--- src/hdl/sfrb_pkg.sv ---
// sfrb_pkg: constants and types of the bank-zero special register map
// assumes: register index = byte address / 4 on the AHB-Lite bus
package sfrb_pkg;

   // ==========================================================
   // register indices
   localparam logic [7:0] IDX_INDIRECT_DATA = 8'h00;
   localparam logic [7:0] IDX_TIMER0        = 8'h01;
   localparam logic [7:0] IDX_PC_LOW        = 8'h02;
   localparam logic [7:0] IDX_STATUS        = 8'h03;
   localparam logic [7:0] IDX_POINTER       = 8'h04;
   localparam logic [7:0] IDX_PORT_A        = 8'h05;
   localparam logic [7:0] IDX_PORT_B        = 8'h06;
   localparam logic [7:0] IDX_PORT_C        = 8'h07;
   localparam logic [7:0] IDX_PORT_D        = 8'h08;
   localparam logic [7:0] IDX_PORT_E        = 8'h09;
   localparam logic [7:0] IDX_PC_HOLD       = 8'h0A;
   localparam logic [7:0] IDX_INT_CTRL      = 8'h0B;
   localparam logic [7:0] IDX_IRQ_FLAGS1    = 8'h0C;
   localparam logic [7:0] IDX_IRQ_FLAGS2    = 8'h0D;
   localparam logic [7:0] IDX_T1_CTRL       = 8'h10;
   localparam logic [7:0] IDX_RX_STATCTRL   = 8'h18;
   localparam logic [7:0] IDX_RX_DATA       = 8'h1A;
   localparam logic [7:0] IDX_T2_CTRL       = 8'h12;
   localparam logic [7:0] IDX_CC1_CTRL      = 8'h17;
   localparam logic [7:0] IDX_CC2_CTRL      = 8'h1D;
   localparam logic [7:0] IDX_LAST          = 8'h1D;
   localparam int         SFR_COUNT         = 30;

   // ==========================================================
   // address space
   localparam int         ADDR_LSB   = 2;
   localparam int         ADDR_MSB   = 8;
   localparam logic [7:0] RAM_BASE   = 8'h20;
   localparam int         RAM_DEPTH  = 96;
   localparam int         BANK_BIT   = 7;

   // ==========================================================
   // status fields and reset values
   localparam int         STATUS_BANK_BIT = 5;
   localparam int         STATUS_TO_BIT   = 4;
   localparam int         STATUS_PD_BIT   = 3;
   localparam logic [7:0] STATUS_RO_MASK  = 8'h18;
   localparam logic [7:0] STATUS_POR      = 8'h18;
   localparam logic [7:0] ZERO_BYTE       = 8'h00;
   localparam logic [7:0] FULL_MASK       = 8'hFF;
   localparam logic [12:0] PC_RESET      = 13'h0000;
   localparam logic [12:0] PC_ONE        = 13'h0001;

   // ==========================================================
   // types
   typedef struct packed {
      logic [SFR_COUNT-1:0][7:0] sfr;
      logic [12:0]               pc;
   } sfrb_bank_state_t;

   typedef struct packed {
      logic       is_sfr;
      logic       is_ram;
      logic [4:0] idx;
      logic [6:0] ram_addr;
   } sfrb_target_t;

   typedef enum logic [3:0] {
      FR_IDLE    = 4'b0001,
      FR_WRITE   = 4'b0010,
      FR_RD_WAIT = 4'b0100,
      FR_RD_DONE = 4'b1000
   } sfrb_front_state_t;

   typedef struct packed {
      sfrb_front_state_t state;
      logic [6:0]        addr;
      logic              bad;
      logic [31:0]       hrdata;
   } sfrb_front_reg_t;

   // ==========================================================
   // implemented bits of each register
   function automatic logic [7:0] reg_mask(input logic [4:0] idx);
      unique case (idx)
         IDX_PORT_A[4:0],
         IDX_T1_CTRL[4:0],
         IDX_CC1_CTRL[4:0],
         IDX_CC2_CTRL[4:0]:     reg_mask = 8'h3F;
         IDX_PORT_E[4:0]:       reg_mask = 8'h07;
         IDX_PC_HOLD[4:0]:      reg_mask = 8'h1F;
         IDX_IRQ_FLAGS2[4:0]:   reg_mask = 8'h01;
         IDX_T2_CTRL[4:0]:      reg_mask = 8'h7F;
         IDX_RX_STATCTRL[4:0]:  reg_mask = 8'hF7;
         default:               reg_mask = FULL_MASK;
      endcase
   endfunction

   // bits that survive a non power-up reset
   function automatic logic [7:0] keep_mask(input logic [4:0] idx);
      unique case (idx)
         IDX_TIMER0[4:0], IDX_POINTER[4:0], IDX_PORT_A[4:0],
         IDX_PORT_B[4:0], IDX_PORT_C[4:0], IDX_PORT_D[4:0],
         IDX_PORT_E[4:0], 5'h0E, 5'h0F, IDX_T1_CTRL[4:0],
         5'h13, 5'h15, 5'h16, 5'h1B, 5'h1C: keep_mask = FULL_MASK;
         IDX_STATUS[4:0]:                    keep_mask = 8'h07;
         IDX_INT_CTRL[4:0],
         IDX_RX_STATCTRL[4:0]:               keep_mask = 8'h01;
         default:                            keep_mask = ZERO_BYTE;
      endcase
   endfunction

   // registers seen from either bank
   function automatic logic mirrored(input logic [6:0] a);
      mirrored = (a == IDX_INDIRECT_DATA[6:0]) || (a == IDX_PC_LOW[6:0])
              || (a == IDX_STATUS[6:0]) || (a == IDX_POINTER[6:0])
              || (a == IDX_PC_HOLD[6:0]) || (a == IDX_INT_CTRL[6:0]);
   endfunction

endpackage

--- src/hdl/sfrb_bus_if.sv ---
// sfrb_bus_if: word requests from the bus front end to the register bank
// assumes: one clock domain, wr_en is a one-cycle strobe
`timescale 1ns/10ps
`default_nettype none
interface sfrb_bus_if;
   logic       wr_en;
   logic [6:0] addr;
   logic [7:0] wdata;
   logic [7:0] rdata;

   modport front (output wr_en, output addr, output wdata, input rdata);
   modport bank  (input wr_en, input addr, input wdata, output rdata);
endinterface
`default_nettype wire

--- src/hdl/sfrb_register_bank.sv ---
// sfrb_register_bank: bank-zero special register map of an 8-bit core
// assumes: hresetn is the power-on / brown-out reset, other_reset the rest
//
// Register access over AHB-Lite was chosen for this implementation.
`timescale 1ns/10ps
`default_nettype none
module sfrb_register_bank
   import sfrb_pkg::*;
(
   // clock and reset
   input  wire logic        hclk,
   input  wire logic        hresetn,
   // ahb-lite slave
   input  wire logic        hsel,
   input  wire logic [31:0] haddr,
   input  wire logic [1:0]  htrans,
   input  wire logic        hwrite,
   input  wire logic [2:0]  hsize,
   input  wire logic [31:0] hwdata,
   input  wire logic        hready,
   output logic             hreadyout,
   output logic             hresp,
   output logic [31:0]      hrdata,
   // non power-up reset and its status bits
   input  wire logic        other_reset,
   input  wire logic        reset_to_flag,
   input  wire logic        reset_pd_flag,
   // core program counter control
   input  wire logic        pc_load,
   input  wire logic [7:0]  pc_load_low,
   input  wire logic        pc_step,
   output logic [12:0]      pc_value,
   // port pins and latches
   input  wire logic [5:0]  port_a_pins,
   input  wire logic [7:0]  port_b_pins,
   input  wire logic [7:0]  port_c_pins,
   input  wire logic [7:0]  port_d_pins,
   input  wire logic [2:0]  port_e_pins,
   output logic [5:0]       port_a_latch,
   output logic [7:0]       port_b_latch,
   output logic [7:0]       port_c_latch,
   output logic [7:0]       port_d_latch,
   output logic [2:0]       port_e_latch,
   // bank select seen by the core
   output logic             direct_bank_select
);

   // ==========================================================
   // local state and wiring
   sfrb_bank_state_t st_reg;
   sfrb_bank_state_t st_next;
   sfrb_bus_if       bus ();
   sfrb_target_t     direct_tgt;
   sfrb_target_t     indirect_tgt;
   sfrb_target_t     tgt;
   logic             ram_we;
   logic [7:0]       ram_rdata;
   logic [7:0]       pins_byte;

   // ==========================================================
   // address decode, shared by direct and indirect access
   function automatic sfrb_target_t decode(input logic [7:0] a);
      sfrb_target_t t;
      t = '0;
      if ((a[6:0] <= IDX_LAST[6:0]) && (!a[BANK_BIT] || mirrored(a[6:0])))
      begin
         t.is_sfr = 1'b1;
         t.idx    = a[4:0];
      end
      else if (!a[BANK_BIT] && (a[6:0] >= RAM_BASE[6:0]))
      begin
         t.is_ram   = 1'b1;
         t.ram_addr = a[6:0] - RAM_BASE[6:0];
      end
      return t;
   endfunction

   // ==========================================================
   // pin value of a port register, zero elsewhere
   always_comb
   begin
      unique case (tgt.idx)
         IDX_PORT_A[4:0]: pins_byte = {2'b00, port_a_pins};
         IDX_PORT_B[4:0]: pins_byte = port_b_pins;
         IDX_PORT_C[4:0]: pins_byte = port_c_pins;
         IDX_PORT_D[4:0]: pins_byte = port_d_pins;
         IDX_PORT_E[4:0]: pins_byte = {5'b00000, port_e_pins};
         default:         pins_byte = ZERO_BYTE;
      endcase
   end

   // ==========================================================
   // target selection
   always_comb
   begin
      direct_tgt   = decode({st_reg.sfr[IDX_STATUS[4:0]][STATUS_BANK_BIT], bus.addr});
      indirect_tgt = decode(st_reg.sfr[IDX_POINTER[4:0]]);
      tgt          = direct_tgt;
      if (direct_tgt.is_sfr && (direct_tgt.idx == IDX_INDIRECT_DATA[4:0]))
      begin
         tgt = indirect_tgt;
         // pointing back at the indirect location reaches nothing
         if (indirect_tgt.is_sfr && (indirect_tgt.idx == IDX_INDIRECT_DATA[4:0]))
            tgt.is_sfr = 1'b0;
      end
   end

   // ==========================================================
   // read path
   always_comb
   begin
      bus.rdata = ZERO_BYTE;
      if (tgt.is_ram)
      begin
         bus.rdata = ram_rdata;
      end
      else if (tgt.is_sfr)
      begin
         unique case (tgt.idx)
            IDX_PC_LOW[4:0]:
               bus.rdata = st_reg.pc[7:0];
            IDX_PORT_A[4:0], IDX_PORT_B[4:0], IDX_PORT_C[4:0],
            IDX_PORT_D[4:0], IDX_PORT_E[4:0]:
               bus.rdata = pins_byte;
            default:
               bus.rdata = st_reg.sfr[tgt.idx] & reg_mask(tgt.idx);
         endcase
      end
   end

   assign ram_we = bus.wr_en && tgt.is_ram;

   // ==========================================================
   // next state: bus writes, program counter, other resets
   always_comb
   begin
      st_next = st_reg;

      // core program counter moves
      if (pc_load)
      begin
         st_next.pc = {st_reg.sfr[IDX_PC_HOLD[4:0]][4:0], pc_load_low};
      end
      else if (pc_step)
      begin
         st_next.pc = st_reg.pc + PC_ONE;
      end

      // software write wins over the core in the same cycle
      if (bus.wr_en && tgt.is_sfr)
      begin
         unique case (tgt.idx)
            IDX_PC_LOW[4:0]:
            begin
               // upper byte only reachable through the holding register
               st_next.pc = {st_reg.sfr[IDX_PC_HOLD[4:0]][4:0], bus.wdata};
            end
            IDX_STATUS[4:0]:
            begin
               // time-out and power-down bits are read only
               st_next.sfr[IDX_STATUS[4:0]] =
                  (st_reg.sfr[IDX_STATUS[4:0]] & STATUS_RO_MASK)
                  | (bus.wdata & ~STATUS_RO_MASK);
            end
            IDX_RX_DATA[4:0]:
            begin
               // receive data is read only here
               st_next.sfr[IDX_RX_DATA[4:0]] = st_reg.sfr[IDX_RX_DATA[4:0]];
            end
            default:
            begin
               st_next.sfr[tgt.idx] = bus.wdata & reg_mask(tgt.idx);
            end
         endcase
      end

      // external pin or watchdog reset: hold the u bits, load time-out and power-down from the flags, clear the rest
      if (other_reset)
      begin
         for (int i = 0; i < SFR_COUNT; i++)
         begin
            st_next.sfr[i] = st_reg.sfr[i] & keep_mask(5'(i));
         end
         st_next.sfr[IDX_STATUS[4:0]][STATUS_TO_BIT] = reset_to_flag;
         st_next.sfr[IDX_STATUS[4:0]][STATUS_PD_BIT] = reset_pd_flag;
         st_next.pc = PC_RESET;
      end
   end

   // ==========================================================
   // state register, power-on / brown-out values
   always_ff @(posedge hclk or negedge hresetn)
   begin
      if (!hresetn)
      begin
         st_reg                       <= '0;
         st_reg.sfr[IDX_STATUS[4:0]]  <= STATUS_POR;
         st_reg.pc                    <= PC_RESET;
      end
      else
      begin
         st_reg <= st_next;
      end
   end

   // ==========================================================
   // bus front end and data memory
   sfrb_ahb_front u_front (
      .hclk      (hclk),
      .hresetn   (hresetn),
      .hsel      (hsel),
      .haddr     (haddr),
      .htrans    (htrans),
      .hwrite    (hwrite),
      .hsize     (hsize),
      .hwdata    (hwdata),
      .hready    (hready),
      .hreadyout (hreadyout),
      .hresp     (hresp),
      .hrdata    (hrdata),
      .bus       (bus.front)
   );

   sfrb_data_ram u_ram (
      .hclk    (hclk),
      .hresetn (hresetn),
      .wr_en   (ram_we),
      .addr    (tgt.ram_addr),
      .wdata   (bus.wdata),
      .rdata   (ram_rdata)
   );

   // ==========================================================
   // outputs, all from flip-flops
   assign pc_value           = st_reg.pc;
   assign port_a_latch       = st_reg.sfr[IDX_PORT_A[4:0]][5:0];
   assign port_b_latch       = st_reg.sfr[IDX_PORT_B[4:0]];
   assign port_c_latch       = st_reg.sfr[IDX_PORT_C[4:0]];
   assign port_d_latch       = st_reg.sfr[IDX_PORT_D[4:0]];
   assign port_e_latch       = st_reg.sfr[IDX_PORT_E[4:0]][2:0];
   assign direct_bank_select = st_reg.sfr[IDX_STATUS[4:0]][STATUS_BANK_BIT];

endmodule // sfrb_register_bank
`default_nettype wire

--- src/hdl/sfrb_ahb_front.sv ---
// sfrb_ahb_front: AHB-Lite slave front end, zero-wait writes, one-wait reads
// assumes: single word transfers, hready is this slave's hreadyout
`timescale 1ns/10ps
`default_nettype none
module sfrb_ahb_front
   import sfrb_pkg::*;
(
   // clock and reset
   input  wire logic        hclk,
   input  wire logic        hresetn,
   // ahb-lite slave
   input  wire logic        hsel,
   input  wire logic [31:0] haddr,
   input  wire logic [1:0]  htrans,
   input  wire logic        hwrite,
   input  wire logic [2:0]  hsize,
   input  wire logic [31:0] hwdata,
   input  wire logic        hready,
   output logic             hreadyout,
   output logic             hresp,
   output logic [31:0]      hrdata,
   // register bank side
   sfrb_bus_if.front        bus
);
   sfrb_front_reg_t st_reg;
   sfrb_front_reg_t st_next;
   logic            accept;

   assign accept = hsel && htrans[1] && hready;

   // ==========================================================
   // state update
   always_comb
   begin
      st_next = st_reg;
      unique case (st_reg.state)
         FR_RD_WAIT:
         begin
            st_next.hrdata = st_reg.bad ? 32'h0000_0000 : {24'h00_0000, bus.rdata};
            st_next.state  = FR_RD_DONE;
         end
         FR_IDLE, FR_WRITE, FR_RD_DONE:
         begin
            st_next.state = FR_IDLE;
            if (accept)
            begin
               st_next.addr  = haddr[ADDR_MSB:ADDR_LSB];
               st_next.bad   = |haddr[31:ADDR_MSB+1];
               st_next.state = hwrite ? FR_WRITE : FR_RD_WAIT;
            end
         end
      endcase
   end

   always_ff @(posedge hclk or negedge hresetn)
   begin
      if (!hresetn)
         st_reg <= '{state: FR_IDLE, addr: 7'h00, bad: 1'b0, hrdata: 32'h0000_0000};
      else
         st_reg <= st_next;
   end

   // ==========================================================
   // outputs
   assign hreadyout = (st_reg.state != FR_RD_WAIT);
   assign hresp     = 1'b0;
   assign hrdata    = st_reg.hrdata;
   assign bus.wr_en = (st_reg.state == FR_WRITE) && !st_reg.bad;
   assign bus.addr  = st_reg.addr;
   assign bus.wdata = hwdata[7:0];

endmodule // sfrb_ahb_front
`default_nettype wire

--- src/hdl/sfrb_data_ram.sv ---
// sfrb_data_ram: general purpose data bytes behind the register map
// assumes: write strobe and address valid in the same cycle
`timescale 1ns/10ps
`default_nettype none
module sfrb_data_ram
   import sfrb_pkg::*;
(
   // clock and reset
   input  wire logic       hclk,
   input  wire logic       hresetn,
   // access port
   input  wire logic       wr_en,
   input  wire logic [6:0] addr,
   input  wire logic [7:0] wdata,
   output logic [7:0]      rdata
);
   logic [RAM_DEPTH-1:0][7:0] mem_reg;
   logic [RAM_DEPTH-1:0][7:0] mem_next;

   always_comb
   begin
      mem_next = mem_reg;
      if (wr_en)
         mem_next[addr] = wdata;
   end

   always_ff @(posedge hclk or negedge hresetn)
   begin
      if (!hresetn)
         mem_reg <= '0;
      else
         mem_reg <= mem_next;
   end

   assign rdata = mem_reg[addr];

endmodule // sfrb_data_ram
`default_nettype wire

--- config.mk ---
export PLATFORM = sky130hd
export DESIGN_NAME = sfrb_register_bank
export DESIGN_NICKNAME = d
export VERILOG_FILES = /design/src/hdl/sfrb_pkg.sv /design/src/hdl/sfrb_bus_if.sv /design/src/hdl/sfrb_register_bank.sv /design/src/hdl/sfrb_ahb_front.sv /design/src/hdl/sfrb_data_ram.sv
export SDC_FILE = /design/constraint.sdc
export NUM_CORES = 2
export LEC_CHECK = 0
export BUFFER_PORTS_ARGS = -buffer_cell sky130_fd_sc_hd__buf_2
export CELL_PAD_IN_SITES_DETAIL_PLACEMENT = 1
export CELL_PAD_IN_SITES_GLOBAL_PLACEMENT = 1
export CORE_ASPECT_RATIO = 1.5
export CORE_UTILIZATION = 30
export DETAILED_ROUTE_END_ITERATION = 6
export GPL_TIMING_DRIVEN = 0
export PLACE_DENSITY_LB_ADDON = 0.1
export SLEW_MARGIN = 20
export SYNTH_ARGS = -nofsm -noshare
export SYNTH_HDL_FRONTEND = slang
export SYNTH_SLANG_ARGS = --single-unit
export TNS_END_PERCENT = 50
--- constraint.sdc ---
create_clock -name hclk -period 5.7 [get_ports hclk]
set_clock_uncertainty 0.1 [all_clocks]
set_input_delay 1.14 -clock hclk [delete_from_list [all_inputs] [get_ports hclk]]
set_output_delay 1.14 -clock hclk [all_outputs]
set_load 0.1 [all_outputs]
[Yosys cells after proc, flatten, opt, wreduce, memory -nomap -nowiden]
Memory sizes are Yosys's and may differ from the RTL's.
Cells that the tools add are included.
Word-level totals
  bits in registers: 1065
  bits in read-only memories: 448
  bits of input ports: 120
  output and inout port bits: 81
  memories: 2
Memories
  (no name shown): words 32, bits a word 7, read ports 1, clocked after Yosys merged registers in 0, wr ports 0, RTL line sfrb_pkg.sv:81  | unique case (idx)
  (no name shown): words 32, bits a word 7, read ports 1, clocked after Yosys merged registers in 0, wr ports 0, RTL line sfrb_pkg.sv:81
Cells by class
  $add $sub $neg: 3
  magnitude comparators: 8
  equality and inequality tests: 25
  mux-type cells: 51
  bitwise logic cells: 33
  reduce and logical (&&, ||, !) cells: 42
Operators by type and width (number)
  768-bit bitwise mux: 1
  253-bit 2-to-1 mux: 2
  8-bit bitwise AND: 32
  240-bit bitwise mux: 1
  176-bit 2-to-1 mux: 1
  8-bit 2-to-1 mux: 17
  8-bit binary-select mux with 7-bit select: 1
  8-bit demux with 7-bit select: 1
  24-bit 2-to-1 mux: 2
  8-bit binary-select mux with 5-bit select: 1
  8-bit demux with 5-bit select: 1
  8-bit one-hot mux with 5 select lines: 1
  13-bit 2-to-1 mux: 3
  8-bit one-hot mux with 2 select lines: 2
  7-bit by 2-bit equality test with 1-bit output (second input constant): 4
  7-bit by 4-bit equality test with 1-bit output (second input constant): 4
  7-bit 2-to-1 mux: 4
  23-bit OR reduction: 1
  5-bit by 3-bit equality test with 1-bit output (second input constant): 3
  7-bit by 3-bit equality test with 1-bit output (second input constant): 2
  7-bit by 6-bit >= comparator with 1-bit output (second input constant): 2
  7-bit by 5-bit less-or-equal comparator with 1-bit output (second input constant): 2
  7-bit logical NOT: 2
  14-bit 2-to-1 mux: 1
  31 further kinds: 71

[Depth between registers and ports, before layout]
  word-level depth: 23
  mapped depth: 17
  mapped depth without buffers: 12

[Hierarchy]
Synthesis repeated with hierarchy kept, for this count alone.
Second synthesis, totals
  cell total of the unflattened synthesis: 3887
  area total of the unflattened synthesis: 49055.8 µm²
By module, submodules not included
  sfrb_data_ram: times used 1, cells an instance 2377, area an instance 35342.6 µm², sequential area each 19218.4 µm²
  sfrb_register_bank: times used 1, cells an instance 1382, area an instance 12460.7 µm², sequential area each 6283.5 µm²
  sfrb_ahb_front: times used 1, cells an instance 128, area an instance 1252.5 µm², sequential area each 501.7 µm²

[Worst setup path before layout]
Ideal clock, no wire load.
  path type: register to register
  start: reg st_reg (netlist bit direct_bank_select)
  end: reg u_ram.mem_reg[16] in the netlist's numbering
  setup time: 125 ps
  arrival: 3721 ps
  data required time: 5475 ps
  slack: 1754 ps
  cell stages (with the launch flop): 12
  path buffers: 4
  period minus slack after synthesis: 3946 ps
  path through: dfrtp_1 clkbuf_1 nor3b_1 a31oi_1 nor2_1 a32oi_2 buf_2 buf_2 buf_2 nand3_1 nor2_1 mux2_2
On the way
  cells in the longest elaborated chain, start to end: 12
Ends and longest elaborated chain
  start, declared: RTL line sfrb_register_bank.sv:50  | sfrb_bank_state_t st_reg;
  start signal, assigned: RTL line sfrb_register_bank.sv:202  | st_reg <= st_next;
  1-bit logical NOT *: RTL line sfrb_register_bank.sv:65, sfrb_register_bank.sv:70
  1-bit logical OR: RTL line sfrb_register_bank.sv:65  | if ((a[6:0] <= IDX_LAST[6:0]) && (!a[BANK_BIT] || mirrored(a[6:0])))
  1-bit logical AND: RTL line sfrb_register_bank.sv:65
  5-bit 2-to-1 mux: RTL line sfrb_register_bank.sv:65
  5-bit logical NOT: RTL line sfrb_register_bank.sv:99  | if (direct_tgt.is_sfr && (direct_tgt.idx == IDX_INDIRECT_DATA[4:0]))
  1-bit logical AND: RTL line sfrb_register_bank.sv:99
  14-bit 2-to-1 mux *: RTL line sfrb_register_bank.sv:99
  7-bit by 8-bit < comparator with 1-bit output (not written as such) or 7-bit by 1-bit >= comparator with 1-bit output (tied branches): RTL line sfrb_data_ram.sv:24  | mem_next[addr] = wdata;
  1-bit logical AND (not written as such): RTL line sfrb_data_ram.sv:24
  8-bit 2-to-1 mux (not written as such): RTL line sfrb_data_ram.sv:24
  8-bit demux with 7-bit select
  768-bit bitwise mux: RTL line sfrb_data_ram.sv:24
  end signal, assigned: RTL line sfrb_data_ram.sv:32  | mem_reg <= mem_next;
  end, declared: RTL line sfrb_data_ram.sv:17  | logic [RAM_DEPTH-1:0][7:0] mem_reg;
Every way passes the cells marked *; elsewhere a longest branch is shown, timed or not.
A chain may end at the register's enable or synchronous reset.

[Final worst setup path]
  start: reg st_reg[45] in the netlist's numbering
  end: reg u_front.st_reg (netlist bit u_front.hrdata[6])
On the way
  cells in the longest elaborated chain, start to end: 19
Ends and longest elaborated chain
  7-bit by 2-bit equality test with 1-bit output or 7-bit logical NOT (tied branches): RTL line sfrb_pkg.sv:111  | mirrored = (a == IDX_INDIRECT_DATA[6:0]) || (a == IDX_PC_LOW[6:0])
  1-bit logical OR: RTL line sfrb_pkg.sv:111
  1-bit logical OR (2 in series): RTL line sfrb_pkg.sv:112  | || (a == IDX_STATUS[6:0]) || (a == IDX_POINTER[6:0])
  1-bit logical OR (2 in series): RTL line sfrb_pkg.sv:113  | || (a == IDX_PC_HOLD[6:0]) || (a == IDX_INT_CTRL[6:0]);
  1-bit logical OR: RTL line sfrb_register_bank.sv:65
  1-bit logical AND: RTL line sfrb_register_bank.sv:65
  5-bit 2-to-1 mux: RTL line sfrb_register_bank.sv:65
  14-bit 2-to-1 mux *: RTL line sfrb_register_bank.sv:99
  memory 32 x 7 bit
  8-bit 2-to-1 mux: RTL line sfrb_register_bank.sv:119  | unique case (tgt.idx)
  8-bit 2-to-1 mux: RTL line sfrb_register_bank.sv:117  | else if (tgt.is_sfr)
  8-bit 2-to-1 mux: RTL line sfrb_register_bank.sv:113  | if (tgt.is_ram)
  8-bit bitwise AND: RTL line sfrb_register_bank.sv:126  | bus.rdata = st_reg.sfr[tgt.idx] & reg_mask(tgt.idx);
  8-bit one-hot mux with 2 select lines: RTL line sfrb_register_bank.sv:119
  8-bit 2-to-1 mux: RTL line sfrb_register_bank.sv:117
  8-bit 2-to-1 mux *: RTL line sfrb_register_bank.sv:113
  8-bit 2-to-1 mux *: RTL line sfrb_ahb_front.sv:39  | st_next.hrdata = st_reg.bad ? 32'h0000_0000 : {24'h00_0000, bus.rdata};
  end signal, assigned: RTL line sfrb_ahb_front.sv:58  | st_reg <= '{state: FR_IDLE, addr: 7'h00, bad: 1'b0, hrdata: 32'h0000_0000};
  end signal, assigned: RTL line sfrb_ahb_front.sv:60  | st_reg <= st_next;
  end, declared: RTL line sfrb_ahb_front.sv:25  | sfrb_front_reg_t st_reg;
Every way passes the cells marked *; elsewhere a longest branch is shown, timed or not. The select of a mux whose other input is x is not followed.

==> flow_metrics.py <==
metrics = {
    "floorplan": {
        "row_count": 184,
        "die-area_sq_um": 170000,
        "start_util_pct": 30.2,
        "die_w_um": 337,
        "core_sq_um": 167000,
        "pin_count": 201,
        "die_h_um": 505,
    },
    "timing": {
        "layout_setup_ws_ns": -0.186,
        "final-setup-viol-count": 78,
        "whs_ns": 0.184,
        "period_share_pct": 103,
        "final-hold-violation-count": 0,
        "max_slew_margin_pct": 17.6,
        "max_freq_mhz": 170,
        "slew_viol_final": 0,
        "rsz0062_at_grt": "true",
        "fin_crit_ns": 5.89,
        "tightest_slew_ns": 1.23,
    },
    "synth": {
        "yosys-top-cells-area": "dfrtp_1, mux2_2, nand2_1",
        "syn_area_per_cell_sq_um": 11.3,
        "ys_warn_count": 0,
        "ys_ff_latch": 1041,
        "yosysSeqAreaShare_pct": 51.5,
        "synthCells": 4472,
        "synth_ff_type": "dfrtp_1",
        "yosys.area.top_type": "dfrtp_1",
        "synth_top_area_share_pct": 51.4,
        "synth_edf_count": 0,
        "yosysUniqueCellTypes": 88,
        "synth_area_sq_um": 50500,
        "synthArstFlopShare_pct": 100,
    },
    "setup_path": {
        "cp.arrival_ns": 6.42,
        "cp_cell_sequence": "buf_2, or4_4, o41a_1, a2111oi_4, buf_4, a31o_4, buf_6, buf_6, buf_6, buf_4, o22ai_1, a22oi_1, a21o_2, o211ai_1, o31ai_2",
        "crit_path_start_kind": "flop",
        "slowest_stage": "a2111oi_4",
        "endpoint_kind": "flop",
        "cp_max_fo": 11,
        "cpLargestDelayFamily": "compound AO/OA/AOI/OAI gates",
        "critical_path.max_stage_delay_ns": 0.58,
        "required_ns": 6.24,
        "startpoint": "st_reg[45]$_DFFE_PN0P_",
        "cpMostUsedCell": "buf_6",
        "r2r_start": "st_reg[45]$_DFFE_PN0P_",
        "worstSetupPathType": "flop to flop",
        "path_buf_inv": 6,
    },
    "global_routing": {
        "gr-total-overflow": 0,
        "grt.total_usage_pct": 36.6,
        "grt_max_degree": 126,
        "grt_pass1_vias": 43100,
        "antenna_found_initial": 25,
        "grt_first_pass_wirelength_mm": 412,
    },
    "final_layout": {
        "drive_gt1_share_pct": 35.5,
        "nNetsFinal": 4916,
        "utilization_pct": 35.8,
        "fin_area_sq_um": 59900,
        "largest_register_ffs": 768,
        "area_delta_synth_final_pct": 18.5,
    },
    "route": {
        "met1Wirelength_mm": 110,
        "antenna_left": 0,
        "wl_met3_mm": 16.7,
        "wl_mm": 311,
        "wl_per_cell_um": 43.6,
        "wl_met2_mm": 147,
        "firstDrtPassIters": 5,
        "top_layer": "met5",
        "vias": 41800,
        "drt-initial-drc-count": 3576,
        "routed_via_density": 5.86,
        "route.detailed.drc": 0,
    },
    "power_and_ir_drop": {
        "netSwitchingPower_mw": 16.2,
        "power.total_mw": 31.4,
        "p_per_area_nw_per_um2": 525,
        "power_frac_seq_pct": 25.0,
        "leakagePower_nw": 26.3,
        "clockPowerShare_pct": 24.8,
        "internal-power_mw": 15.2,
        "peakVddDrop_v": 0.000398,
        "p_sw_share_pct": 51.5,
        "combPwrFrac_pct": 50.2,
    },
    "flow_run": {
        "max_cap_violations": 0,
    },
    "cts": {
        "clkSinkCount": 1041,
        "clk_pin_slew_ns": 0.07,
        "clock_path_buffers": 3,
        "htreeDepth": 3,
        "clock_latency_ns": 0.77,
        "cts_made_buffers": 111,
        "clockRootBuffer": "clkbuf_16",
        "cts_hold_buf": 0,
        "cts_tree": "done",
    },
    "placed_design": {
        "dp_hpwl_mm": 228,
        "gp_congestion": 1.04,
        "postPlaceCellArea_sq_um": 55200,
        "place_ws_ns": -2.21,
        "port_buffers": 136,
    },
    "outcome": {
        "violations": "negative setup slack",
        "status": "complete, but fails checks",
    },
    "min_path": {
        "min_path_type": "primary input to async pin",
    },
}
## final timing paths
kind | endpoint | slack (ns) | depth (start not counted)
min in group hclk | st_reg[98]$_DFFE_PN0P_ | 0.39 | 1
max in group asynchronous | u_ram.mem_reg[393]$_DFFE_PN0P_ | 3.11 | 4
worst min register to register | st_reg[98]$_DFFE_PN0P_ | 0.39 | 1
worst min-delay path | st_reg[92]$_DFFE_PN0P_ | 0.18 | 1
worst max-delay path | u_front.hrdata[6]$_DFFE_PN0N_ | -0.19 | 15
worst max register to register | u_front.hrdata[6]$_DFFE_PN0N_ | -0.19 | 15
## cells by family after synthesis
family          count (synthesis)  synth area share (%)
compound gates                749                  10.5
simple gates                 1248                  11.4
fa+ha+maj                       3                0.0743
flops                        1041                  51.5
other cells                     1               0.00742
mux                           997                  22.1
xor+xnor                       13                 0.225
buf+inv                       420                  4.26
## cell usage after synthesis, drive strengths merged, types with 20 or more instances
cell type  count
nand3        168
mux2i         70
mux2         926
a211oi        65
and2          25
o211ai        26
a22o          59
nor2b         30
nor2         180
o21ai        106
a31oi         60
a21oi        120
nor3          51
a311oi        25
dfrtp       1038
clkbuf       198
nand2        662
and3          56
buf          206
o22ai         77
o221ai        38
nand4         20
## per-stage QoR
stage | std cells | TNS, ns
2_1_floorplan | 4496 | 0
3_3_place_gp | 6864 | -
3_5_place_dp | 6907 | -469.03
4_1_cts | 7108 | -8.30
5_1_grt | 7111 | -0.125
6_report | 7127 | -5.32
## cells in the final DEF (no fill, tap or decap), drive strengths merged, types with 14 or more instances in the layout
cell,Yosys,routed
a211oi,65,65
a21oi,120,120
a221oi,14,14
a22o,59,59
a22oi,18,18
a311oi,25,25
a31oi,60,60
a32oi,19,19
and2,25,25
and3,56,56
buf,206,381
clkbuf,198,356
clkinv,0,21
conb,1,25
dfrtp,1038,1038
diode,0,18
inv,16,19
mux2,926,926
mux2i,70,70
nand2,662,662
nand3,168,168
nand4,20,20
nor2,180,180
nor2b,30,30
nor3,51,51
nor4,19,19
o211ai,26,26
o21ai,106,106
o221ai,38,38
o22ai,77,77
## repair_timing
item,CTS,global route
setup buffers,7,1
resized for setup,197,47
pin swaps,3,4
gates cloned,0,0
endpoints found under the setup margin,903,265
## worst reg2reg max path: cells and delay by family (launching register included)
kind	cells	cell delay, ns
buffers and inverters	6	1.93
DFF	1	0.35
AOI/OAI and AO/OA	8	2.81
and+or+nand+nor	1	0.55
## cell type report
cell class	instances	area, sq um
multi-input cells	3035	23100
diodes	18	45.0
clock inverters	39	504
inverters	16	60.1
well taps	2232	2790
repair buffers	187	1590
flip-flops and latches	1041	26100
plain buffers	401	2520
fillers	18300	108000
clock buffers	158	3240
## metal layers
| layer | vias to the layer above | global-route usage [%] |
|---|---|---|
| met5 | - | 0 |
| met4 | 2 | 35.8 |
| met3 | 844 | 5.52 |
| met2 | 1978 | 59.4 |
| met1 | 22200 | 40.2 |
| li1 | 16800 | - |
## power by group through the flow
stage | sequential (mW) | clock [mW] | combinational, mW
after global placement | 7.96 | 0 | 14.1
after detailed placement | 7.95 | 0 | 14.5
after CTS | 7.84 | 7.90 | 15.0
final | 7.85 | 7.80 | 15.8
after floorplan | 7.86 | 0 | 5.48
after global routing | 7.87 | 8.12 | 15.3
No activity file was read; power rests on OpenSTA's default activity.
